## src/plmlc_pkg.sv

```systemverilog
// package: register map, field layout, reset values and detector types
//------------------------------------------------------------------------
// Contract
// - crystal oscillator and crystal clock run only while oscillator enable is high
// - reference clock is the crystal clock buffered, no division
// - vco clock divided modulo N gives the feedback clock
// - lock detector compares feedback and reference rates, decides mode and lock
// - tracking select reads zero in acquisition; tracking when not acquiring or bit set
// - with auto bandwidth set, detector switches acquisition and tracking itself
// - in auto mode tracking select is read-only filter mode; writes ignored
// - auto tracking sets inside tracking tolerance, clears outside untracking tolerance
// - auto lock sets inside lock tolerance, clears outside wider unlock tolerance
// - in auto mode each lock toggle raises interrupt when interrupt enable set
// - in manual mode tracking select is writable and picks the filter mode
// - manual mode disables the lock indicator and all interrupts
// - program register: N in upper four bits, L in lower four bits
// - vco centre frequency equals L times 4.9152 MHz
// - manual mode: flag and lock read zero, interrupt enable forced zero read-only
// - while loop is on the program register ignores writes
// - loop off or L zero forces base clock select to zero, read-only
// - programmed N of zero behaves exactly as one
//------------------------------------------------------------------------
package plmlc_pkg;

  //----------------------------------------------------------------------
  // register indices; byte address is four times the index
  //----------------------------------------------------------------------
  localparam int ADDR_W = 8;
  localparam logic [ADDR_W-1:0] IDX_CTRL = 8'h1c;
  localparam logic [ADDR_W-1:0] IDX_BWC = 8'h1d;
  localparam logic [ADDR_W-1:0] IDX_PROG = 8'h1e;
  localparam logic [ADDR_W-1:0] IDX_THRESH = 8'h1f;

  // control register fields
  localparam int CTRL_IE = 7;
  localparam int CTRL_FLAG = 6;
  localparam int CTRL_ON = 5;
  localparam int CTRL_BCS = 4;
  localparam logic [3:0] CTRL_LOW_ONES = 4'hf;
  localparam logic RST_CTRL_ON = 1'h1;

  // bandwidth register fields
  localparam int BWC_AUTO = 7;
  localparam int BWC_LOCK = 6;
  localparam int BWC_TRK = 5;

  // program register fields and reset
  localparam int PROG_N_LSB = 4;
  localparam int MUL_W = 4;
  localparam logic [7:0] RST_PROG = 8'h66;

  // threshold register: four tolerance fields, each TOL_W bits
  localparam int TOL_W = 4;
  localparam int THR_LOCK_LSB = 0;
  localparam int THR_UNLOCK_LSB = 4;
  localparam int THR_TRK_LSB = 8;
  localparam int THR_UNTRK_LSB = 12;
  localparam logic [15:0] RST_THRESH = 16'h4221;

  //----------------------------------------------------------------------
  // timing and frequency constants
  //----------------------------------------------------------------------
  localparam int CLK_HZ = 25000000;
  localparam int F_NOM_HZ = 4915200;
  localparam int CENTER_W = 27;
  localparam int WINDOW_TICKS = 32;

  //----------------------------------------------------------------------
  // types
  //----------------------------------------------------------------------
  typedef enum logic [2:0] {
    DET_IDLE = 3'b001,
    DET_COUNT = 3'b010,
    DET_JUDGE = 3'b100
  } plmlc_det_state_t;

  typedef struct packed {
    logic tracking;
    logic locked;
    logic lock_change_flag;
  } plmlc_loop_state_t;

endpackage

```

## src/plmlc_core.sv

```systemverilog
// module: loop mode, lock detection and register file of the clock generator
//
// The APB register port and the address map were left to the implementer.
module plmlc_core
  import plmlc_pkg::*;
#(
  parameter int WINDOW = WINDOW_TICKS // reference ticks per lock measurement
) (
  input wire logic pclk, // bus clock, 25 MHz
  input wire logic presetn, // async reset, active low
  input wire logic psel, // apb select
  input wire logic penable, // apb enable
  input wire logic pwrite, // apb direction
  input wire logic [ADDR_W+1:0] paddr, // apb byte address
  input wire logic [31:0] pwdata, // apb write data
  output logic [31:0] prdata, // apb read data
  output logic pready, // apb ready
  output logic pslverr, // apb error on unmapped address
  input wire logic oscillator_enable_in, // oscillator enable from integration unit
  input wire logic crystal_clock, // crystal clock pin, sampled
  input wire logic vco_clock, // vco clock pin, sampled
  output logic crystal_run, // oscillator running
  output logic reference_tick, // one pulse per rising reference clock edge
  output logic vco_feedback_tick, // one pulse per N rising vco edges
  output logic loop_power_on, // loop powered
  output logic base_clock_select, // vco selected as base clock
  output plmlc_loop_state_t loop_state, // filter mode, lock and flag
  output logic [CENTER_W-1:0] vco_center_hz, // vco centre-of-range frequency
  output logic clock_generator_int // interrupt request, level
);

  localparam int CNT_W = $clog2(WINDOW) + 2;

  //----------------------------------------------------------------------
  // pin sampling
  //----------------------------------------------------------------------
  logic [2:0] pin_level;
  logic [2:0] pin_rise;
  logic osc_en;
  logic xtal_rise;
  logic vco_rise;

  plmlc_pin_sampler #(.WIDTH(3)) u_pins (
    .pclk(pclk),
    .presetn(presetn),
    .pin_in({vco_clock, crystal_clock, oscillator_enable_in}),
    .level(pin_level),
    .rise(pin_rise)
  );

  assign osc_en = pin_level[0];
  assign xtal_rise = pin_rise[1];
  assign vco_rise = pin_rise[2];

  //----------------------------------------------------------------------
  // register state
  //----------------------------------------------------------------------
  logic int_enable;
  logic lock_change_flag;
  logic base_sel;
  logic auto_bw;
  logic track_manual;
  logic [7:0] prog;
  logic [15:0] thresh;
  logic det_locked;
  logic det_tracking;

  logic [MUL_W-1:0] mul_n;
  logic [MUL_W-1:0] mul_l;
  logic [MUL_W-1:0] eff_n;
  logic l_zero;

  assign mul_n = prog[PROG_N_LSB +: MUL_W];
  assign mul_l = prog[0 +: MUL_W];
  assign eff_n = (mul_n == '0) ? MUL_W'(1) : mul_n;
  assign l_zero = (mul_l == '0);

  //----------------------------------------------------------------------
  // apb decode
  //----------------------------------------------------------------------
  logic [ADDR_W-1:0] idx;
  logic hit_ctrl;
  logic hit_bwc;
  logic hit_prog;
  logic hit_thresh;
  logic mapped;
  logic access;
  logic wr;
  logic rd_ctrl;
  logic [31:0] next_rdata;

  assign idx = paddr[ADDR_W+1:2];
  assign access = psel & penable;

  always_comb begin
    hit_ctrl = 1'b0;
    hit_bwc = 1'b0;
    hit_prog = 1'b0;
    hit_thresh = 1'b0;
    if (paddr[1:0] != 2'h0) begin
      mapped = 1'b0;
    end else if (idx == IDX_CTRL) begin
      hit_ctrl = 1'b1;
    end else if (idx == IDX_BWC) begin
      hit_bwc = 1'b1;
    end else if (idx == IDX_PROG) begin
      hit_prog = 1'b1;
    end else if (idx == IDX_THRESH) begin
      hit_thresh = 1'b1;
    end
    mapped = hit_ctrl | hit_bwc | hit_prog | hit_thresh;
  end

  // zero wait states: every access completes in its first access cycle
  assign pready = 1'b1;
  assign pslverr = access & ~mapped;
  assign wr = access & pwrite & mapped;
  assign rd_ctrl = access & ~pwrite & hit_ctrl;

  //----------------------------------------------------------------------
  // control register
  //----------------------------------------------------------------------
  always_ff @(posedge pclk or negedge presetn) begin
    if (!presetn) begin
      int_enable <= 1'b0;
    end else if (!auto_bw) begin
      int_enable <= 1'b0;
    end else if (wr && hit_ctrl) begin
      int_enable <= pwdata[CTRL_IE];
    end
  end

  // loop on may not change together with base select, and cannot clear
  // while the vco drives the base clock
  always_ff @(posedge pclk or negedge presetn) begin
    if (!presetn) begin
      loop_power_on <= RST_CTRL_ON;
    end else if (wr && hit_ctrl && !base_sel && pwdata[CTRL_BCS] == 1'b0) begin
      loop_power_on <= pwdata[CTRL_ON];
    end
  end

  always_ff @(posedge pclk or negedge presetn) begin
    if (!presetn) begin
      base_sel <= 1'b0;
    end else if (!loop_power_on || l_zero) begin
      base_sel <= 1'b0;
    end else if (wr && hit_ctrl && pwdata[CTRL_ON]) begin
      base_sel <= pwdata[CTRL_BCS];
    end
  end

  assign base_clock_select = base_sel;

  //----------------------------------------------------------------------
  // bandwidth and program registers
  //----------------------------------------------------------------------
  always_ff @(posedge pclk or negedge presetn) begin
    if (!presetn) begin
      auto_bw <= 1'b0;
      track_manual <= 1'b0;
    end else if (wr && hit_bwc) begin
      auto_bw <= pwdata[BWC_AUTO];
      if (!auto_bw) begin
        track_manual <= pwdata[BWC_TRK];
      end
    end
  end

  // frozen while the loop runs so the divider never sees a mid-flight change
  always_ff @(posedge pclk or negedge presetn) begin
    if (!presetn) begin
      prog <= RST_PROG;
    end else if (wr && hit_prog && !loop_power_on) begin
      prog <= pwdata[7:0];
    end
  end

  always_ff @(posedge pclk or negedge presetn) begin
    if (!presetn) begin
      thresh <= RST_THRESH;
    end else if (wr && hit_thresh) begin
      thresh <= pwdata[15:0];
    end
  end

  //----------------------------------------------------------------------
  // oscillator, reference and feedback divider
  //----------------------------------------------------------------------
  logic [MUL_W-1:0] div_cnt;

  assign crystal_run = osc_en;

  // reference is the crystal edge itself, undivided
  always_ff @(posedge pclk or negedge presetn) begin
    if (!presetn) begin
      reference_tick <= 1'b0;
    end else begin
      reference_tick <= xtal_rise & osc_en;
    end
  end

  // modulo-N divider; sampling the vco at pclk only resolves slow vco rates
  always_ff @(posedge pclk or negedge presetn) begin
    if (!presetn) begin
      div_cnt <= '0;
      vco_feedback_tick <= 1'b0;
    end else if (!loop_power_on || !osc_en) begin
      div_cnt <= '0;
      vco_feedback_tick <= 1'b0;
    end else begin
      vco_feedback_tick <= 1'b0;
      if (vco_rise) begin
        if (div_cnt >= eff_n - MUL_W'(1)) begin
          div_cnt <= '0;
          vco_feedback_tick <= 1'b1;
        end else begin
          div_cnt <= div_cnt + MUL_W'(1);
        end
      end
    end
  end

  //----------------------------------------------------------------------
  // lock detector
  //----------------------------------------------------------------------
  plmlc_det_state_t det_state;
  logic [CNT_W-1:0] ref_cnt;
  logic [CNT_W-1:0] fb_cnt;
  logic [CNT_W-1:0] diff;
  logic det_run;

  assign det_run = loop_power_on & osc_en & auto_bw;
  assign diff = (fb_cnt > CNT_W'(WINDOW)) ? fb_cnt - CNT_W'(WINDOW) :
                CNT_W'(WINDOW) - fb_cnt;

  always_ff @(posedge pclk or negedge presetn) begin
    if (!presetn) begin
      det_state <= DET_IDLE;
      ref_cnt <= '0;
      fb_cnt <= '0;
    end else if (!det_run) begin
      det_state <= DET_IDLE;
      ref_cnt <= '0;
      fb_cnt <= '0;
    end else begin
      case (det_state)
        DET_IDLE: begin
          ref_cnt <= '0;
          fb_cnt <= '0;
          det_state <= DET_COUNT;
        end
        DET_COUNT: begin
          if (vco_feedback_tick && fb_cnt != '1) begin
            fb_cnt <= fb_cnt + CNT_W'(1);
          end
          if (reference_tick) begin
            ref_cnt <= ref_cnt + CNT_W'(1);
            if (ref_cnt == CNT_W'(WINDOW - 1)) begin
              det_state <= DET_JUDGE;
            end
          end
        end
        DET_JUDGE: begin
          det_state <= DET_IDLE;
        end
        default: begin
          det_state <= DET_IDLE;
        end
      endcase
    end
  end

  // separate entry and exit tolerances give hysteresis on both indicators
  always_ff @(posedge pclk or negedge presetn) begin
    if (!presetn) begin
      det_locked <= 1'b0;
      det_tracking <= 1'b0;
    end else if (!det_run) begin
      det_locked <= 1'b0;
      det_tracking <= 1'b0;
    end else if (det_state == DET_JUDGE) begin
      if (diff <= CNT_W'(thresh[THR_LOCK_LSB +: TOL_W])) begin
        det_locked <= 1'b1;
      end else if (diff > CNT_W'(thresh[THR_UNLOCK_LSB +: TOL_W])) begin
        det_locked <= 1'b0;
      end
      if (diff <= CNT_W'(thresh[THR_TRK_LSB +: TOL_W])) begin
        det_tracking <= 1'b1;
      end else if (diff > CNT_W'(thresh[THR_UNTRK_LSB +: TOL_W])) begin
        det_tracking <= 1'b0;
      end
    end
  end

  //----------------------------------------------------------------------
  // lock change flag and interrupt
  //----------------------------------------------------------------------
  logic locked_d;
  logic lock_toggle;
  logic flag_seen;

  always_ff @(posedge pclk or negedge presetn) begin
    if (!presetn) begin
      locked_d <= 1'b0;
    end else begin
      locked_d <= det_locked;
    end
  end

  // only toggles made while in auto mode count; leaving auto drops lock quietly
  assign lock_toggle = (locked_d != det_locked) & auto_bw;
  // a read clears only the flag value it returned, so a new toggle survives
  assign flag_seen = rd_ctrl & prdata[CTRL_FLAG];

  always_ff @(posedge pclk or negedge presetn) begin
    if (!presetn) begin
      lock_change_flag <= 1'b0;
    end else if (!auto_bw) begin
      lock_change_flag <= 1'b0;
    end else if (lock_toggle) begin
      lock_change_flag <= 1'b1;
    end else if (flag_seen) begin
      lock_change_flag <= 1'b0;
    end
  end

  always_ff @(posedge pclk or negedge presetn) begin
    if (!presetn) begin
      clock_generator_int <= 1'b0;
    end else begin
      clock_generator_int <= lock_change_flag & int_enable & auto_bw;
    end
  end

  //----------------------------------------------------------------------
  // mode outputs and centre frequency
  //----------------------------------------------------------------------
  logic tracking_now;

  assign tracking_now = auto_bw ? det_tracking : track_manual;

  always_ff @(posedge pclk or negedge presetn) begin
    if (!presetn) begin
      loop_state <= '0;
    end else begin
      loop_state.tracking <= tracking_now;
      loop_state.locked <= det_locked & auto_bw;
      loop_state.lock_change_flag <= lock_change_flag;
    end
  end

  always_ff @(posedge pclk or negedge presetn) begin
    if (!presetn) begin
      vco_center_hz <= '0;
    end else begin
      vco_center_hz <= CENTER_W'(mul_l) * CENTER_W'(F_NOM_HZ);
    end
  end

  //----------------------------------------------------------------------
  // read data, captured in the setup cycle
  //----------------------------------------------------------------------
  always_comb begin
    next_rdata = '0;
    if (hit_ctrl) begin
      next_rdata[CTRL_IE] = int_enable & auto_bw;
      next_rdata[CTRL_FLAG] = lock_change_flag & auto_bw;
      next_rdata[CTRL_ON] = loop_power_on;
      next_rdata[CTRL_BCS] = base_sel;
      next_rdata[3:0] = CTRL_LOW_ONES;
    end else if (hit_bwc) begin
      next_rdata[BWC_AUTO] = auto_bw;
      next_rdata[BWC_LOCK] = det_locked & auto_bw;
      next_rdata[BWC_TRK] = tracking_now;
    end else if (hit_prog) begin
      next_rdata[7:0] = prog;
    end else if (hit_thresh) begin
      next_rdata[15:0] = thresh;
    end
  end

  always_ff @(posedge pclk or negedge presetn) begin
    if (!presetn) begin
      prdata <= '0;
    end else if (psel && !penable && !pwrite) begin
      prdata <= next_rdata;
    end
  end

endmodule // plmlc_core

```

## src/plmlc_pin_sampler.sv

```systemverilog
// module: two-flop synchroniser with rising-edge pulse for pin inputs
module plmlc_pin_sampler #(
  parameter int WIDTH = 1
) (
  input wire logic pclk, // bus clock
  input wire logic presetn, // async reset, active low
  input wire logic [WIDTH-1:0] pin_in, // asynchronous pins
  output logic [WIDTH-1:0] level, // synchronised level
  output logic [WIDTH-1:0] rise // one-cycle pulse on each rising edge
);

  logic [WIDTH-1:0] meta;
  logic [WIDTH-1:0] last;

  // the first stage feeds the second stage only
  always_ff @(posedge pclk or negedge presetn) begin
    if (!presetn) begin
      meta <= '0;
      level <= '0;
    end else begin
      meta <= pin_in;
      level <= meta;
    end
  end

  always_ff @(posedge pclk or negedge presetn) begin
    if (!presetn) begin
      last <= '0;
    end else begin
      last <= level;
    end
  end

  assign rise = level & ~last;

endmodule // plmlc_pin_sampler

```

## config.mk

```make
export PLATFORM = sky130hd
export DESIGN_NAME = plmlc_core
export DESIGN_NICKNAME = d
export VERILOG_FILES = /design/src/plmlc_pkg.sv /design/src/plmlc_core.sv /design/src/plmlc_pin_sampler.sv
export SDC_FILE = /design/constraint.sdc
export NUM_CORES = 1
export LEC_CHECK = 0
export BUFFER_PORTS_ARGS = -buffer_cell sky130_fd_sc_hd__buf_4
export CAP_MARGIN = 40
export CORE_MARGIN = 1.5
export CORE_UTILIZATION = 35
export DETAILED_ROUTE_END_ITERATION = 12
export HOLD_SLACK_MARGIN = 0.08
export SETUP_SLACK_MARGIN = 0.3
export SLEW_MARGIN = 20
export SYNTH_ARGS = -nofsm -noshare
export SYNTH_HDL_FRONTEND = slang
export SYNTH_SLANG_ARGS = --single-unit
```

## constraint.sdc

```tcl
create_clock -name pclk -period 3.9 [get_ports pclk]
set_clock_uncertainty 0.05 [all_clocks]
set_input_delay 0.195 -clock pclk [delete_from_list [all_inputs] [get_ports pclk]]
set_output_delay 0.195 -clock pclk [all_outputs]
set_load 0.05 [all_outputs]
```

; Yosys cells after proc, flatten, opt, wreduce, memory -nomap -nowiden
; Cells that the tools add are included.
[word_totals]
regBits = 96
in_bits = 50
out_inout_bits = 70
wordCells = 168
[classes]
addsub = 6
n_mul = 1
magnitude_cmp = 6
n_eq_ne = 19
muxes = 56
n_bitwise = 25
reduce_logical = 29
[op_table]
columns = cell, n
row1 = $mux W8, 5
row2 = $mux W7, 5
row3 = $mux W1, 33
row4 = $eq A8 B5 Y1 const B, 4
row5 = $pmux W7 S2, 2
row6 = $and A1 B1 Y1, 16
row7 = $mux W16, 1
row8 = $mux W4, 4
row9 = $add A7 B1 Y7 const B, 2
row10 = $gt A7 B4 Y1, 2
row11 = $le A7 B4 Y1, 2
row12 = $mux W3, 4
row13 = $ne A3 B1 Y1 const B, 4
row14 = $reduce_and A2 Y1, 6
row15 = $logic_and A1 B1 Y1, 11
row16 = $mul A4 B7 Y11 const B, 1
row17 = $ne A3 B3 Y1 const B, 3
row18 = $logic_not A4 Y1, 2
row19 = $eq A7 B5 Y1 const B, 1
row20 = $gt A7 B6 Y1 const B, 1
row21 = $ne A7 B7 Y1 const B, 1
row22 = $sub A6 B7 Y7 const A, 1
row23 = $sub A7 B6 Y7 const B, 1
row24 = $pmux W3 S2, 1
row25 = 16 further kinds, 29

; Logic depth before layout (Yosys ltp)
; Gate-level depths: netlist (run 1).
[logic_depth]
depth_word = 12
ltp_mapped = 13
mapped_depth_nobuf = 13

; By module
; From an unflattened synthesis (run 1), not the netlist that was laid out.
[unflattened]
hier_cells = 494
area_unflattened_um2 = 5089.9
[modules_own_cells]
columns = module, n_inst, cells_per_inst, area_per_inst_um2, seq_area_each_um2
row1 = plmlc_core, 1, 482, 4823.4, 2189.6
row2 = plmlc_pin_sampler, 1, 12, 266.5, 225.2

; Worst setup path before layout (run 1)
; Ideal clock, no wire load.
[synth_timing]
path_kind = register -> register
from = register fb_cnt[0]
to = register det_tracking
setup_ns = 0.136
t_arrival_ns = 2.775
t_required_ns = 3.714
path_slack_ns = 0.940
path_stages_with_launch = 13
path_buffers = 0
period_less_slack_ns = 2.960
path_cell_list = dfrtp_1 > inv_1 > ha_1 > or3b_2 > o21a_1 > nor2_1 > o31a_1 > xor2_1 > ha_1 > and2_1 > a32o_1 > o2111ai_1 > o211ai_1
[synth_between]
elab_chain_cells = 6
elab_cells_between_ends = 11
cone_classes = 2 x add/sub / 3 x order compare / 1 x eq/ne / 4 x mux / 1 x reduce/logical
[synth_lines]
columns = element, line_no
row1 = "start, declared", plmlc_core.sv:229  ; logic [CNT_W-1:0] fb_cnt;
row2 = "start signal, assigned", plmlc_core.sv:255  ; fb_cnt <= fb_cnt + CNT_W'(1);
row3 = "$sub A6 B7 Y7, or another cell as far along", plmlc_core.sv:235  ; CNT_W'(WINDOW) - fb_cnt;
row4 = $mux W7 *, plmlc_core.sv:234  ; assign diff = (fb_cnt > CNT_W'(WINDOW)) ? fb_cnt - CNT_W'(WINDOW) :
row5 = $le A7 B4 Y1, plmlc_core.sv:288  ; if (diff <= CNT_W'(thresh[THR_TRK_LSB +: TOL_W])) begin
row6 = $mux W1, plmlc_core.sv:288
row7 = $mux W1, plmlc_core.sv:282  ; end else if (det_state == DET_JUDGE) begin
row8 = $mux W1, plmlc_core.sv:279  ; end else if (!det_run) begin
row9 = "end signal, assigned", plmlc_core.sv:278  ; det_tracking <= 1'b0;
row10 = "end signal, assigned", plmlc_core.sv:281  ; det_tracking <= 1'b0;
row11 = "end signal, assigned", plmlc_core.sv:289  ; det_tracking <= 1'b1;
row12 = "end, declared", plmlc_core.sv:66  ; logic det_tracking;
; Every way passes the cells marked *; elsewhere a longest branch is shown, timed or not. The select of a mux whose other input is x is not followed.
; A chain may end at the register's enable or synchronous reset.

; Worst setup path in the final report (run 1)
; Ends and elaborated chain as after synthesis.

==> results of run 1 <==
registers in the layout, summed over array words and instances, names as in the netlist, 4 cells and up:
signal         cells
ref_cnt            7
div_cnt            4
prog               8
thresh            16
vco_center_hz     11
fb_cnt             7
prdata            16
worst max-delay path by stage:
stage,startpoint,end,cells after the start
after floorplan,fb_cnt[0]$_DFFE_PN0P_,det_tracking$_DFFE_PN0P_,12
after detailed placement,fb_cnt[0]$_DFFE_PN0P_,det_tracking$_DFFE_PN0P_,12
final,fb_cnt[0]$_DFFE_PN0P_,det_tracking$_DFFE_PN0P_,12
after global placement,fb_cnt[0]$_DFFE_PN0P_,det_tracking$_DFFE_PN0P_,12
after CTS,fb_cnt[0]$_DFFE_PN0P_,det_tracking$_DFFE_PN0P_,12
after global routing,fb_cnt[0]$_DFFE_PN0P_,det_tracking$_DFFE_PN0P_,12
repair_timing:
action,CTS,global route
resized for setup,0,1
endpoints found under the hold margin,85,0
endpoints found under the setup margin,0,1
hold buffers,20,0
cell families (layout without fill, tap and decap cells):
| kind of cell | after synthesis | count (layout) | share of synthesized area [%] |
|---|---|---|---|
| muxes | 32 | 32 | 7.70 |
| buffers and inverters | 78 | 143 | 8.26 |
| and+or+nand+nor | 117 | 117 | 11.9 |
| xor gates and xnor gates | 20 | 20 | 3.39 |
| other | 2 | 33 | 0.145 |
| DFF | 95 | 95 | 46.3 |
| adders and majority gates | 41 | 41 | 10.1 |
| AOI/OAI and AO/OA | 93 | 93 | 12.3 |
Yosys cell counts, types with 2 or more instances:
cell type	number
inv_1	32
nand4_1	2
o21ai_0	18
mux2_4	8
a21oi_1	17
a32o_1	3
dfstp_2	10
o31ai_1	5
and3_1	9
buf_4	33
o21a_1	4
and2_1	6
ha_1	40
xnor2_1	10
xor2_1	10
and3b_1	2
clkbuf_1	9
a21o_1	4
nand2_1	32
nor3b_1	3
a31oi_1	7
nor2b_1	9
mux2i_1	3
buf_2	2
o21bai_1	3
conb_1	2
o211ai_1	10
a22o_1	9
o2111ai_1	4
nand3_1	8
nor3_1	10
or3_1	3
nor2_1	21
mux2_2	20
dfrtp_1	85
nand2b_1	4
layer usage:
layer / track usage (%) / vias to the layer above / wire (um)
li1: - / 1801 / -
met1: 19.3 / 1779 / 5110
met2: 22.5 / 66 / 4870
met3: 3.22 / 12 / 394
met4: 6.90 / 0 / 203
met5: 0 / - / 0
layout make-up:
cell class                      count  area share (%)
Clock buffer                        9            3.58
Sequential cell                    95            37.9
Timing Repair Buffer               95            12.4
Inverter                           32            1.91
Tap cell                          184            3.66
Clock inverter                      7            1.25
Multi-Input combinational cell    336            39.3
stage by stage:
| step | util (%) | std cells | instance area (um^2) | worst slack (ns) |
|---|---|---|---|---|
| 2_1_floorplan | - | 509 | 5280 | 0.940 |
| 6_report | 43.5 | 758 | 6300 | 0.581 |
| 5_1_grt | 43.5 | 758 | 6300 | 0.409 |
| 3_5_place_dp | 39.8 | 721 | 5760 | 0.460 |
| 3_3_place_gp | 39.7 | 720 | 5750 | 0.584 |
| 4_1_cts | 43.3 | 757 | 6260 | 0.445 |
power groups by stage:
| stage | Combinational (mW) | Clock [mW] | Sequential, mW |
|---|---|---|---|
| final | 0.178 | 0.905 | 0.997 |
| after global routing | 0.191 | 0.974 | 0.997 |
| after CTS | 0.176 | 0.935 | 0.996 |
| after detailed placement | 0.159 | 0 | 1.02 |
| after global placement | 0.158 | 0 | 1.01 |
| after floorplan | 0.120 | 0 | 1.02 |
cells in the final DEF (no fill, tap or decap), types with 4 or more instances in the layout:
master | Yosys | routed
nand3_1 | 8 | 8
xor2_1 | 10 | 9
nor2_1 | 21 | 21
mux2_2 | 20 | 20
inv_1 | 32 | 32
and3_1 | 9 | 9
dlygate4sd3_1 | 0 | 20
nand2_1 | 32 | 32
ha_1 | 40 | 40
and2_1 | 6 | 6
o211ai_1 | 10 | 10
o2111ai_1 | 4 | 4
dfstp_2 | 10 | 10
o31ai_1 | 5 | 5
xnor2_1 | 10 | 10
a22o_1 | 9 | 9
o21ai_0 | 18 | 18
buf_4 | 33 | 73
dfrtp_1 | 85 | 85
nor2b_1 | 9 | 9
conb_1 | 2 | 33
mux2_4 | 8 | 8
clkbuf_16 | 0 | 9
nand2b_1 | 4 | 4
a31oi_1 | 7 | 7
o21a_1 | 4 | 4
nor3_1 | 10 | 10
a21oi_1 | 17 | 17
a21o_1 | 4 | 4
critical path, stage by stage (launching register included):
cell and delay (ns):
dfrtp_1 0.45, inv_1 0.24, ha_1 0.21, or3b_2 0.49, o21a_1 0.19, nor2_1 0.15
o31a_1 0.21, xor2_2 0.26, ha_1 0.30, and2_1 0.17, a32o_1 0.27, o2111ai_1 0.10
o211ai_1 0.11
==> results.yml, run 1 <==
run_status:
  status: "complete, no violations"
pwr:
  p_seq_share_pct: 47.9
  total_power_mw: 2.08
  pwr-share-clk_pct: 43.5
  swShare_pct: 25.6
  irDropWorstVdd_mv: 0.170
  pwr-share-comb_pct: 8.5
  power.density_mw_per_mm2: 330
  switching_power_uw: 532
  p_int_mw: 1.55
  p_leak_nw: 3.10
setup_path:
  ff2ff_path_depth: 12
  r2r-end: "det_tracking$_DFFE_PN0P_"
  end_kind: "register"
  critPathLaunchType: "register"
  worst-endpoint-required_ns: 4.08
  crit_type: "register to register"
  r2r_slack_ns: 0.58
  r2r_start: "fb_cnt[0]$_DFFE_PN0P_"
  cp_max_fo: 8
  arrival_ns: 3.50
clocking:
  clk_path_buf_depth: 2
  cts_setup_buffers: 0
  clkSinkCount: 95
  htreeDepth: 3
  cts_tree: "yes"
  cts-root-buf: "clkbuf_16"
  clk_latency_ns: 0.35
  path_clk_slew_ns: 0.07
  numCtsBuffers: 9
synth:
  synth_flop_cell: "dfrtp_1"
  synth_top_cell_by_area: "dfrtp_1"
  synth_edf_count: 0
  synth_top_area_share_pct: 41.2
  yosysUniqueCellTypes: 57
  yosysSeqAreaShare_pct: 46.3
  synthCells: 478
  netlist_area_mm2: 0.00517
  netlist_top_cells_area: "dfrtp_1 41%, ha_1 9.7%, dfstp_2 5.1%, buf_4 4.8%, mux2_2 4.4%"
  synth-seq-cells: 95
  yosys_warnings: 0
  synth.avg_cell_area_um2: 10.8
  async_flop_share_pct: 100
global_routing:
  grt_max_degree: 64
  grt_pass1_vias: 3700
  grt.total_usage_pct: 14.5
  antenna_found_initial: 0
  grt_pass1_wl_mm: 18.2
  grt-ovfl-total: 0
drt:
  post-route-drc-count: 0
  drt_first_pass_iters: 4
  antenna_left: 0
  vias_per_cell: 4.83
  wl_mm: 10.6
  drt_iter0_drc: 152
  wire_per_inst_um: 14.0
  dr_total_vias: 3658
finish:
  multi_input_area_mm2: 0.00247
  area_growth_pct: 21.9
  diodes: 0
  drive_gt1_share_pct: 23.3
  fillers: 1411
  final_nets: 660
  regArea_mm2: 0.00239
run:
  cap_violations: 0
hold_path:
  whs_path_depth: 3
  whs_endpoint: "prdata[6]$_DFFE_PN0P_"
  hold_class: "primary input to register"
  min_from: "psel"
die:
  pin_count: 120
  initial_core_util_pct: 35.7
  fp.coreArea_mm2: 0.0145
  dieArea_mm2: 0.0155
  dieHeight_um: 124
  core.rowCount: 44
  fp.dieW_um: 124
sta:
  max_freq_ghz: 0.301
  setup-tns-final_ns: 0
  setup_viol: 0
  relSlewSlack_pct: 50.2
  slew_viol_final: 0
  tightestPinTransition_ns: 0.745
  hold_viol_final: 0
  fin_crit_sh_pct: 85.1
  rsz0062_at_grt: "no"
  holdWs_ns: 0.120
  fin_crit_ns: 3.32
placement:
  io_buffers: 70
  place_congestion: 0.798
  hpwl_mm: 7.75
(Power assumes the default switching activity.)
==> run 2, diff against run 1 <==
--- a/config.mk
+++ b/config.mk
@@ -11,6 +11,7 @@
 export CORE_UTILIZATION = 35
 export DETAILED_ROUTE_END_ITERATION = 12
 export HOLD_SLACK_MARGIN = 0.08
+export RECOVER_POWER = 25
 export SETUP_SLACK_MARGIN = 0.3
 export SLEW_MARGIN = 20
 export SYNTH_ARGS = -nofsm -noshare
==> run 2 against run 1 <==
Net effect: flip-flop and latch count did not move; design area barely moved; count of clock-buffer cells in the layout did not move; power barely moved; largest power group unchanged; critical path type unchanged; cell count did not move; largest cell class unchanged; register-to-register slack barely moved; non-clock buffer count did not move; first-iteration DRC count did not move.
==> results.yml, run 2 (same netlist as run 1, synthesis figures left out) <==
run_status:
  status: "complete, no violations"
finish:
  regArea_mm2: 0.00239
  final_common_cell: "dfrtp_1"
  area_growth_pct: 21.8
  final_cells: 758
  final_nets: 660
  top_regs: "prdata (16), thresh (16), vco_center_hz (11)"
  fillers: 1413
  multi_input_area_mm2: 0.00247
  final_cell_mix: "85 x dfrtp_1, 69 x buf_4, 40 x ha_1, 33 x conb_1"
  diodes: 0
  drive_gt1_share_pct: 23.2
  final_util_pct: 43.5
clocking:
  cts-root-buf: "clkbuf_16"
  htreeDepth: 3
  path_clk_slew_ns: 0.07
  clk_latency_ns: 0.35
  numCtsBuffers: 9
  clk_path_buf_depth: 2
  clkSinkCount: 95
  cts_setup_buffers: 0
  cts_tree: "yes"
global_routing:
  grt-ovfl-total: 0
  grt.total_usage_pct: 14.5
  antenna_found_initial: 0
  grt_pass1_vias: 3700
  grt_max_degree: 64
  grt_pass1_wl_mm: 18.2
drt:
  post-route-drc-count: 0
  wire_per_inst_um: 13.9
  wl_mm: 10.6
  antenna_left: 0
  drt_iter0_drc: 152
  vias_per_cell: 4.83
  drt_first_pass_iters: 4
  dr_total_vias: 3658
sta:
  fin_crit_ns: 3.32
  hold_viol_final: 0
  setup-tns-final_ns: 0
  holdWs_ns: 0.120
  slew_viol_final: 0
  fin_crit_sh_pct: 85.1
  relSlewSlack_pct: 42.0
  max_freq_ghz: 0.301
  setup_ws_ns: 0.581
  rsz0062_at_grt: "no"
  setup_viol: 0
  tightestPinTransition_ns: 0.871
placement:
  dp_slack_ns: 0.460
  place_congestion: 0.798
  hpwl_mm: 7.75
  placed_cells: 721
  io_buffers: 70
setup_path:
  critPathBufInv: 1
  end_kind: "register"
  cp_max_fo: 8
  cpPeakStageDelay_ns: 0.49
  crit_family: "compound AO/OA/AOI/OAI gates"
  slowest_stage: "or3b_2"
  critPathLaunchType: "register"
  crit_type: "register to register"
  arrival_ns: 3.50
  crit_chain: "inv_1 -> ha_1 -> or3b_2 -> o21a_1 -> nor2_1 -> o31a_1 -> xor2_2 -> ha_1 -> and2_1 -> a32o_1 -> o2111ai_1 -> o211ai_1"
  cpMostUsedCell: "ha_1"
  worst-endpoint-required_ns: 4.08
run:
  cap_violations: 0
die:
  initial_core_util_pct: 35.7
  dieArea_mm2: 0.0155
  fp.dieW_um: 124
  core.rowCount: 44
  dieHeight_um: 124
  fp.coreArea_mm2: 0.0145
  pin_count: 120
pwr:
  p_leak_nw: 3.09
  power.density_mw_per_mm2: 330
  irDropWorstVdd_mv: 0.170
hold_path:
  hold_class: "primary input to register"
[run 2: cell count changes in the layout (fill, tap and decap cells not counted)]
cell / previous run / this run
buf_4: 73 / 69
clkbuf_4: 0 / 3
clkbuf_1: 0 / 1
[run 2: what timing repair did]
action	CTS	global route
endpoints found under the setup margin	0	1
endpoints found under the hold margin	85	0
hold buffers	20	0
resized for setup	0	1
[run 2: layout make-up]
class	count	share of cell area, %
clock buffer	9	3.58
clock inverter	7	1.25
inverter	32	1.91
multi-input combinational	336	39.3
sequential	95	38.0
tap	184	3.66
timing repair buffer	95	12.3
[run 2: worst reg2reg max path, cell delays in order, from the launching register on]
cell       delay (ns)
dfrtp_1          0.45
inv_1            0.24
ha_1             0.21
or3b_2           0.49
o21a_1           0.19
nor2_1           0.15
o31a_1           0.21
xor2_2           0.27
ha_1             0.30
and2_1           0.17
a32o_1           0.27
o2111ai_1        0.10
o211ai_1         0.11
[run 2: final timing paths]
kind,from,to,slack [ns],cells past startpoint
max,fb_cnt[0]$_DFFE_PN0P_,det_tracking$_DFFE_PN0P_,0.58,12
min,psel,prdata[6]$_DFFE_PN0P_,0.12,3
max reg2reg,fb_cnt[0]$_DFFE_PN0P_,det_tracking$_DFFE_PN0P_,0.58,12
min reg2reg,u_pins.meta[2]$_DFF_PN0_,u_pins.level[2]$_DFF_PN0_,0.29,0
max in group asynchronous,presetn,prog[6]$_DFFE_PN1P_,2.10,4
min in group asynchronous,presetn,prdata[0]$_DFFE_PN0P_,0.43,2
[run 2: through the flow]
stage	area (um^2)	power, mW
after floorplan	5280	1.14
after global placement	5750	1.17
after detailed placement	5760	1.17
after CTS	6260	2.11
after global routing	6290	2.16
final	6290	2.08
[run 2: routing by layer]
| metal | vias to the layer above | GRT usage [%] | routed length, um |
|---|---|---|---|
| met5 | - | 0 | 0 |
| met2 | 66 | 22.5 | 4870 |
| met3 | 12 | 3.22 | 394 |
| met4 | 0 | 6.90 | 203 |
| met1 | 1779 | 19.3 | 5110 |
| li1 | 1801 | - | - |
[run 2: report_power, final]
part           switching (mW)  internal, mW
Sequential            0.00441         0.992
Clock                   0.400         0.505
Combinational           0.127        0.0500
Total                   0.532          1.55
